$ cat config.mk
export PLATFORM = sky130hd
export DESIGN_NAME = adc_sequencing_control
export DESIGN_NICKNAME = d
export VERILOG_FILES = /design/src/include/adc_seq_pkg.sv /design/src/include/sar_if.sv /design/src/rtl/sar_engine.sv /design/src/rtl/adc_sequencing_control.sv
export SDC_FILE = /design/constraint.sdc
export NUM_CORES = 1
export LEC_CHECK = 0
export BUFFER_PORTS_ARGS = -buffer_cell sky130_fd_sc_hd__buf_4
export CAP_MARGIN = 20
export CORE_MARGIN = 10
export CORE_UTILIZATION = 53
export CTS_BUF_LIST = sky130_fd_sc_hd__clkbuf_8
export DETAILED_ROUTE_END_ITERATION = 8
export PLACE_DENSITY = 0.76
export REMOVE_ABC_BUFFERS = 1
export SLEW_MARGIN = 20
export SYNTH_ARGS = -nofsm -noshare
export SYNTH_HDL_FRONTEND = slang
export SYNTH_SLANG_ARGS = --single-unit
$ cat constraint.sdc
create_clock -name clock -period 1.3 [get_ports clock]
set_input_delay 0.13 -clock clock [delete_from_list [all_inputs] [get_ports clock]]
set_output_delay 0.13 -clock clock [all_outputs]
set_load 0.005 [all_outputs]
$ cat src/include/adc_seq_pkg.sv
// Constants and types shared by the converter sequencing control
package adc_seq_pkg;
    localparam int          CHANNELS         = 8;
    localparam int          CHAN_W           = 3;
    localparam int          RESULT_W         = 8;
    // Conversion time, figure as printed at the 16 MHz reference clock
    localparam int          CONV_TIME_NS     = 7500;
    localparam int          CLOCK_PERIOD_NS  = 10;
    // Whole conversion in clock cycles, rounded down as a longest time
    localparam int          CONV_CYCLES      = CONV_TIME_NS / CLOCK_PERIOD_NS;
    // Cycles per bit decision; the remainder goes to sampling
    localparam int          STEP_CYCLES      = CONV_CYCLES / (RESULT_W + 1);
    localparam int          STEP_W           = 8;
    // Mode register fields
    localparam int          MODE_CHAN_LSB    = 0;
    localparam int          MODE_SCAN_BIT    = 3;
    localparam int          MODE_HWSTART_BIT = 4;
    localparam int          MODE_RUN_BIT     = 7;
    localparam logic [7:0]  MODE_RESET       = 8'h00;
    typedef enum logic [1:0] {
        ST_IDLE,
        ST_SAMPLE,
        ST_DECIDE
    } seq_state_t;
endpackage

$ cat src/include/sar_if.sv
// Handshake between the sequencer and the bit-decision engine
`timescale 1ns/1ps
interface sar_if #(parameter int WIDTH = 8);
    logic             start;
    logic             compare_hi;
    logic [WIDTH-1:0] trial;
    logic [WIDTH-1:0] value;
    logic             done;
    modport seq (output start, output compare_hi, input trial, input value, input done);
    modport sar (input start, input compare_hi, output trial, output value, output done);
endinterface

$ cat src/rtl/sar_engine.sv
// Successive-approximation bit engine, MSB first
`timescale 1ns/1ps
module sar_engine #(
    parameter int WIDTH      = 8,
    parameter int STEP_CYCLES = 93
) (
    input  wire logic clock,
    input  wire logic rst,
    sar_if.sar        bus
);
    logic [WIDTH-1:0] value_q;
    logic [WIDTH-1:0] bit_q;
    logic [7:0]       step_q;
    logic             busy_q;
    logic             done_q;

    assign bus.trial = value_q | bit_q;
    assign bus.value = value_q;
    assign bus.done  = done_q;

    always_ff @(posedge clock) begin
        if (rst || bus.start) begin
            value_q <= '0;
            bit_q   <= {1'b1, {(WIDTH-1){1'b0}}};
            step_q  <= '0;
            busy_q  <= bus.start && !rst;
            done_q  <= 1'b0;
        end else if (busy_q) begin
            done_q <= 1'b0;
            if (step_q == 8'(STEP_CYCLES - 1)) begin
                step_q <= '0;
                // Keep trial bit when comparator says input is above it
                if (bus.compare_hi) begin
                    value_q <= value_q | bit_q;
                end
                bit_q <= bit_q >> 1;
                if (bit_q[0]) begin
                    busy_q <= 1'b0;
                    done_q <= 1'b1;
                end
            end else begin
                step_q <= step_q + 8'h01;
            end
        end else begin
            done_q <= 1'b0;
        end
    end
endmodule // sar_engine

$ cat src/rtl/adc_sequencing_control.sv
// Converter sequencing control: start sources, scan/select, result and request
`timescale 1ns/1ps
module adc_sequencing_control #(
    parameter int CHANNELS = adc_seq_pkg::CHANNELS,
    parameter int WIDTH    = adc_seq_pkg::RESULT_W
) (
    input  wire logic                            clock,
    input  wire logic                            rst,
    input  wire logic [7:0]                      mode_wdata,
    input  wire logic                            mode_write,
    input  wire logic                            external_trigger_input,
    input  wire logic                            compare_hi,
    output logic      [7:0]                      converter_mode_register,
    output logic      [WIDTH-1:0]                conversion_result_register,
    output logic      [adc_seq_pkg::CHAN_W-1:0]  analog_input_channels,
    output logic      [WIDTH-1:0]                dac_trial,
    output logic                                 sample_hold,
    output logic                                 busy,
    output logic                                 conversion_done_request
);
    sar_if #(.WIDTH(WIDTH)) sar ();

    adc_seq_pkg::seq_state_t         state_q;
    logic [adc_seq_pkg::CHAN_W-1:0]  chan_q;
    logic [adc_seq_pkg::STEP_W-1:0]  samp_q;
    logic                            trig_q;
    logic                            start_pulse_q;

    logic run_bit;
    logic scan_bit;
    logic hw_bit;
    logic [adc_seq_pkg::CHAN_W-1:0] sel_chan;
    logic trig_edge;
    logic sw_start;
    logic start_now;
    logic stop_req;
    logic arm_req;
    logic redirect;
    logic samp_end;
    logic conv_end;

    // Last sampling count: the budget left over after the bit steps
    localparam logic [adc_seq_pkg::STEP_W-1:0] SAMP_LAST = adc_seq_pkg::STEP_W'(
        adc_seq_pkg::CONV_CYCLES - WIDTH * adc_seq_pkg::STEP_CYCLES - 1);

    // Channel a run opens on; a scan group always starts at channel 0
    function automatic logic [adc_seq_pkg::CHAN_W-1:0] first_chan(input logic [7:0] mode);
        first_chan = mode[adc_seq_pkg::MODE_SCAN_BIT] ? '0
                   : mode[adc_seq_pkg::MODE_CHAN_LSB +: adc_seq_pkg::CHAN_W];
    endfunction

    assign run_bit  = converter_mode_register[adc_seq_pkg::MODE_RUN_BIT];
    assign scan_bit = converter_mode_register[adc_seq_pkg::MODE_SCAN_BIT];
    assign hw_bit   = converter_mode_register[adc_seq_pkg::MODE_HWSTART_BIT];
    assign sel_chan = converter_mode_register[adc_seq_pkg::MODE_CHAN_LSB +: adc_seq_pkg::CHAN_W];
    assign trig_edge = external_trigger_input && !trig_q;
    // Software start: write with run set and hardware source off
    assign sw_start = mode_write && mode_wdata[adc_seq_pkg::MODE_RUN_BIT]
                      && !mode_wdata[adc_seq_pkg::MODE_HWSTART_BIT];
    assign start_now = sw_start || (run_bit && hw_bit && trig_edge);
    assign stop_req  = mode_write && !mode_wdata[adc_seq_pkg::MODE_RUN_BIT];
    // A write that picks the hardware source waits idle for a fresh edge
    assign arm_req   = mode_write && mode_wdata[adc_seq_pkg::MODE_HWSTART_BIT];
    assign redirect  = stop_req || start_now || arm_req;
    assign samp_end  = (state_q == adc_seq_pkg::ST_SAMPLE) && (samp_q == SAMP_LAST);
    assign conv_end  = (state_q == adc_seq_pkg::ST_DECIDE) && sar.done;

    assign sar.start      = start_pulse_q;
    assign sar.compare_hi = compare_hi;

    sar_engine #(
        .WIDTH      (WIDTH),
        .STEP_CYCLES(adc_seq_pkg::STEP_CYCLES)
    ) u_sar (
        .clock(clock),
        .rst  (rst),
        .bus  (sar.sar)
    );

    always_ff @(posedge clock) begin
        if (rst) begin
            converter_mode_register <= adc_seq_pkg::MODE_RESET;
        end else if (mode_write) begin
            converter_mode_register <= mode_wdata;
        end
    end

    // Resets low like the idle pin, so no false edge follows reset
    always_ff @(posedge clock) begin
        if (rst) begin
            trig_q <= 1'b0;
        end else begin
            trig_q <= external_trigger_input;
        end
    end

    // Sequencer state; a stop write wins, otherwise a start restarts from sampling
    always_ff @(posedge clock) begin
        if (rst) begin
            state_q <= adc_seq_pkg::ST_IDLE;
        end else if (stop_req) begin
            state_q <= adc_seq_pkg::ST_IDLE;
        end else if (start_now) begin
            state_q <= adc_seq_pkg::ST_SAMPLE;
        end else if (arm_req) begin
            state_q <= adc_seq_pkg::ST_IDLE;
        end else begin
            unique case (state_q)
                adc_seq_pkg::ST_IDLE: begin
                end
                adc_seq_pkg::ST_SAMPLE: begin
                    if (samp_end) begin
                        state_q <= adc_seq_pkg::ST_DECIDE;
                    end
                end
                adc_seq_pkg::ST_DECIDE: begin
                    // No gap: select repeats, scan moves on to the next channel
                    if (conv_end) begin
                        state_q <= adc_seq_pkg::ST_SAMPLE;
                    end
                end
                // Fourth code of the two-bit state is unused; recover to idle
                default: begin
                    state_q <= adc_seq_pkg::ST_IDLE;
                end
            endcase
        end
    end

    // Remaining budget spent sampling so the total stays fixed
    always_ff @(posedge clock) begin
        if (rst || start_now || conv_end) begin
            samp_q <= '0;
        end else if (state_q == adc_seq_pkg::ST_SAMPLE && !samp_end) begin
            samp_q <= samp_q + 1'b1;
        end
    end

    // Engine kick at the end of sampling, unless the run was redirected
    always_ff @(posedge clock) begin
        if (rst) begin
            start_pulse_q <= 1'b0;
        end else begin
            start_pulse_q <= samp_end && !redirect;
        end
    end

    always_ff @(posedge clock) begin
        if (rst) begin
            chan_q <= '0;
        end else if (start_now && !stop_req) begin
            chan_q <= mode_write ? first_chan(mode_wdata)
                                 : first_chan(converter_mode_register);
        end else if (conv_end && !redirect) begin
            if (scan_bit) begin
                // Scan group runs 0..selected channel, then wraps
                chan_q <= (chan_q >= sel_chan) ? '0 : chan_q + 1'b1;
            end else begin
                chan_q <= sel_chan;
            end
        end
    end

    // Result is held until the next transfer; software only reads it
    always_ff @(posedge clock) begin
        if (rst) begin
            conversion_result_register <= '0;
        end else if (conv_end) begin
            conversion_result_register <= sar.value;
        end
    end

    // One-cycle request per transfer, meant for a memory-transfer service
    always_ff @(posedge clock) begin
        if (rst) begin
            conversion_done_request <= 1'b0;
        end else begin
            conversion_done_request <= conv_end;
        end
    end

    // Channel select and trial value reach the pins one cycle late
    always_ff @(posedge clock) begin
        if (rst) begin
            analog_input_channels <= '0;
            dac_trial             <= '0;
        end else begin
            analog_input_channels <= chan_q;
            dac_trial             <= sar.trial;
        end
    end

    always_ff @(posedge clock) begin
        if (rst) begin
            sample_hold <= 1'b0;
        end else begin
            sample_hold <= (state_q == adc_seq_pkg::ST_SAMPLE);
        end
    end

    always_ff @(posedge clock) begin
        if (rst) begin
            busy <= 1'b0;
        end else begin
            busy <= (state_q != adc_seq_pkg::ST_IDLE);
        end
    end
endmodule // adc_sequencing_control

Word level (Yosys, flattened, before mapping)
Cells that the tools add are included.
{"block": "classes", "add_sub_neg": 3, "order_cmp": 1, "eq_ne": 9, "n_mux": 18, "bitwise_logic": 4, "reduce_logical": 37}
{"cell": "$mux W3", "count": 7}
{"cell": "$add A8 B1 Y8 const B", "count": 2}
{"cell": "$eq A8 B7 Y1 const B", "count": 2}
{"cell": "$logic_and A1 B1 Y1", "count": 14}
{"cell": "$reduce_and A3 Y1", "count": 3}
{"cell": "$mux W8", "count": 1}
{"cell": "$ne A4 B4 Y1 const B", "count": 2}
{"cell": "$or A8 B8 Y8", "count": 1}
{"cell": "$logic_not A1 Y1", "count": 7}
{"cell": "$mux W1", "count": 7}
{"cell": "$logic_or A1 B1 Y1", "count": 6}
{"cell": "$pmux W2 S3", "count": 1}
{"cell": "$mux W2", "count": 2}
{"cell": "$ne A2 B2 Y1 const B", "count": 2}
{"cell": "$reduce_bool A2 Y1", "count": 2}
{"cell": "$reduce_or A4 Y1", "count": 1}
{"cell": "$add A3 B1 Y3 const B", "count": 1}
{"cell": "$ge A3 B3 Y1", "count": 1}
{"cell": "$ne A3 B3 Y1 const B", "count": 1}
{"cell": "$not A1 Y1", "count": 3}
{"cell": "$reduce_or A3 Y1", "count": 1}
{"cell": "$eq A2 B1 Y1 const B", "count": 1}
{"cell": "$eq A2 B2 Y1 const B", "count": 1}
{"cell": "$logic_not A2 Y1", "count": 1}
{"cell": "other kinds (2)", "count": 2}
{"block": "totals", "regBits": 71, "input_bits": 13, "output_inout_bits": 30}

Logic depth before layout (Yosys ltp)
{"block": "depth", "depth_word": 10, "ltp_mapped": 7}

By module
A second synthesis with hierarchy kept.
{"block": "unflattened", "cells_unflattened": 323, "area_unflattened_um2": 2964.1}
{"module": "adc_sequencing_control", "instances": 1, "cells_per_inst": 201, "area_each_um2": 1856.8}
{"module": "sar_engine", "instances": 1, "cells_per_inst": 122, "area_each_um2": 1107.3}

Least setup slack after synthesis
OpenSTA, ideal clock, no wires.
{"block": "synth_timing", "kind": "flip-flop to flip-flop", "startpoint": "register u_sar.step_q[0]", "endpoint": "register u_sar.value_q[0], in the netlist u_sar.bus.value[0]", "setup_ns": 0.128, "arrival_time_ns": 1.286, "t_required_ns": 1.172, "slack_ns": -0.114, "path_stages_with_launch": 8, "period_less_slack_ns": 1.414, "path_cell_list": "dfxtp_1 inv_1 ha_1 and4bb_4 and4_4 buf_6 a31oi_1 nor2_1"}
{"block": "synth_via", "elab_chain_len": 2}
{"item": "start: declaration", "line_no": "sar_engine.sv:13", "source": "logic [7:0] step_q;"}
{"item": "start signal: assignment", "line_no": "sar_engine.sv:42", "source": "step_q <= step_q + 8'h01;"}
{"item": "$eq A8 B7 Y1", "line_no": "sar_engine.sv:30", "source": "if (step_q == 8'(STEP_CYCLES - 1)) begin"}
{"item": "$reduce_and A3 Y1 (no source line)"}
{"item": "end signal: assignment", "line_no": "sar_engine.sv:34", "source": "value_q <= value_q | bit_q;"}
{"item": "end: declaration", "line_no": "sar_engine.sv:11", "source": "logic [WIDTH-1:0] value_q;"}
No other way between the ends.
A chain may end at the register's enable or synchronous reset.

Worst setup path in the final report
{"block": "layout_timing", "startpoint": "register u_sar.step_q[0]", "endpoint": "register u_sar.value_q[3], in the netlist u_sar.bus.value[3]"}
The elaborated chain is that of the path after synthesis.

==> qor.txt <==
Cell Area, Synth = 2920 µm²
YS warnings = 0
End of the worst register-to-register path = u_sar.bus.value[3]
Die X = 94.3 µm
Port bufs = 42
Crit Path Max Fanout = 8
Initial antenna violation count = 0
Type of origin of the critical path = flop
Critical path capture point type = flop
First-pass GRT wire length = 12000 µm
Via-to-Cell Ratio = 5.62
CTS Root Cell = clkbuf_8
Layout area overhead = 38.4%
WL met3 = 444 µm
Clock Skews = 0.0104 ns
Hold_buf cts = 0
Drt first-iter violations = 95
Synth top cells by count = dfxtp_1 (71), nor2_1 (52), nand2_1 (42)
Max Cap Viol = 0
Ratio of cells with drive above 1 in the final layout = 0.411
Min-delay src = mode_wdata[3]
Total gr overflow = 0
Slew Limit Fails = 0
CP arrival = 1.71 ns
F_max = 702 MHz
Routability cong. = 0.850
Hold WS = 0.0331 ns
Placed cell area = 3450 µm²
Largest net degree at the start of global routing = 26
Post-route ant nets = 0
Drt pass-1 iters = 5
Die Ht = 94.3 µm
Clk sink count = 71
Largest area contributor in the netlist = dfxtp_1
Setup ws final = -0.124 ns
Most used DFF post-synth = dfxtp_1
Final Net Count = 417
Via Count = 2647
Post-Syn Area per Cell = 9.02 µm²
Top Metal Used = met4
Maximum vdd drop = 0.755 mV
Synth area leaders = dfxtp_1 (49%), nor2_1 (6.7%), nand2_1 (5.4%)
Post-synthesis sequential area ratio = 0.486
Starting Density = 0.558
Fin area = 4050 µm²
Antenna cells = 0
Vias in the first global route = 2602
Power Dens Cells = 1100 nW/µm²
Clock transition at path regs = 0.08 ns
Die area = 8880 µm²
Hold Path End = converter_mode_register[3]
Worst hold path class = input port to flop
Routed WL = 7660 µm
Number of synthesized flops with an enable pin = 0
CTS H-tree lvls = 3
Post-route DRC = 0
RSZ-0062 raised after global routing = yes
Worst hold path cell count = 3
Max Buffers Root-to-Sink = 2
Yosys reg bits = 71
WL met1 = 3270 µm
Most frequent cell after synthesis = dfxtp_1
Reg2reg start = u_sar.step_q[0]
Fillcell total = 360
Worst-Margin Slew = 0.443 ns
Ys async rst share = 0
Wirelength per Cell = 16.3 µm
Setup violation total in the final timing report = 28
Clk Latency, worst-skew pair = 0.36 ns
R2R cell count = 6
Critical path type = flop to flop
Met2 WL = 3820 µm
Status = finished with violations
GRT Overall Usage = 0.166
Period minus WS final = 1.42 ns
# IOs = 43
Cell Rows = 26
Slew HR = 0.704
CTS tree = done
Area share of the largest cell type after synthesis = 0.486
Crit share post-route = 1.10
FF-to-FF setup slack = -0.12 ns
Core Box Area = 5240 µm²
Synth Instances = 324
WP data required = 1.59 ns
LEAKAGE = 0.00157 µW
Unique masters post-synth = 52
Placed wire-length estimate = 4590 µm
Inserted Clock Buffers = 9
Fin. Hold Viols = 0
Failing checks = setup timing
report_power, final:
group | leakage (µW) | switching (µW) | internal [µW]
logic | 0.000897 | 195 | 182
registers | 0.000582 | 28.5 | 2210
clock network | 0.0000940 | 920 | 908
registers in the layout, summed over array words and instances, names as in the netlist:
signal,cells
converter_mode_register,8
u_sar.bit_q,8
u_sar.busy_q,1
dac_trial,8
sar.start,1
busy,1
conversion_result_register,8
trig_q,1
u_sar.bus.value,8
chan_q,3
state_q,2
sample_hold,1
analog_input_channels,3
u_sar.step_q,8
samp_q,8
conversion_done_request,1
u_sar.bus.done,1
cell families after synthesis:
logic type	Yosys count	share of synthesized area
mux	7	0.0240
xor+xnor	12	0.0360
compound gates	63	0.146
buf+inv	21	0.0372
simple gates	142	0.236
fa+ha+maj	8	0.0342
flops	71	0.486
stage by stage:
step | setup slack, ns | TNS, ns | util | total power [µW] | instances
global placement | -0.0966 | -1.74 | 0.659 | 2560 | 449
global route | -0.180 | -3.58 | 0.773 | 4590 | 471
floorplan | -0.0669 | -0.777 | - | 2410 | 309
CTS | -0.0735 | -0.665 | 0.729 | 4380 | 469
detailed placement | -0.158 | -2.89 | 0.659 | 2570 | 449
finish | -0.124 | -1.78 | 0.773 | 4440 | 471
critical path, cell delays in order, from the launching register on:
cell      delay, ns
dfxtp_2        0.33
inv_2          0.07
ha_4           0.12
and4bb_4       0.30
and4_4         0.31
a31oi_4        0.10
nor2_2         0.12
how the worst max path moves through the flow:
stage                          from                  to  slack (ns)  cells past startpoint
floorplan                 samp_q[0]          state_q[0]       -0.07                      5
global placement    u_sar.step_q[0]      u_sar.bit_q[0]        -0.1                      6
detailed placement  u_sar.step_q[0]  u_sar.bus.value[0]       -0.16                      6
CTS                 u_sar.step_q[0]  u_sar.bus.value[0]       -0.07                      6
global route        u_sar.step_q[0]  u_sar.bus.value[3]       -0.18                      6
finish              u_sar.step_q[0]  u_sar.bus.value[3]       -0.12                      6
metal layers:
layer,vias to the layer above,global-route usage
li1,1279,-
met1,1282,0.198
met2,75,0.266
met3,11,0.0512
met4,0,0.0734
met5,-,0
repair_timing:
action / 4_1_cts / 5_1_grt
buffers inserted: 1 / 2
pin swaps: 29 / 29
cloned: 3 / 0
gates resized for setup: 35 / 43
endpoints found under the setup margin: 32 / 36
cells in the final DEF (no fill, tap or decap), types with 3 or more instances in the layout:
cell type,netlist,routed
buf_4,2,72
dfxtp_2,0,13
xnor2_1,5,4
nor2_2,0,4
nor2_1,52,48
nand2_1,42,31
nand4_1,5,5
o2bb2ai_1,3,3
inv_2,0,3
nor2b_1,7,5
o2111ai_2,1,4
ha_4,0,6
inv_1,6,3
xor2_1,7,6
clkinvlp_4,0,3
o31ai_1,4,3
nand2b_1,6,6
a21oi_2,2,7
mux2i_1,7,7
dfxtp_1,71,57
clkbuf_8,0,9
a21o_1,4,4
o22ai_1,3,3
and4_4,1,3
nand2_2,0,11
nor3_1,8,5
a31oi_1,9,7
a21oi_1,23,18
nor3_2,0,3
cell type report:
| type | count | area [µm²] | share of cell area |
|---|---|---|---|
| clock buffers | 9 | 124 | 0.0306 |
| clock inverters | 7 | 81.3 | 0.0201 |
| inverters | 6 | 22.5 | 0.00557 |
| multi-input cells | 235 | 1740 | 0.429 |
| flip-flops and latches | 71 | 1440 | 0.356 |
| well taps | 70 | 87.6 | 0.0216 |
| repair buffers | 73 | 552 | 0.136 |
Power figures use the tool's default switching activity.
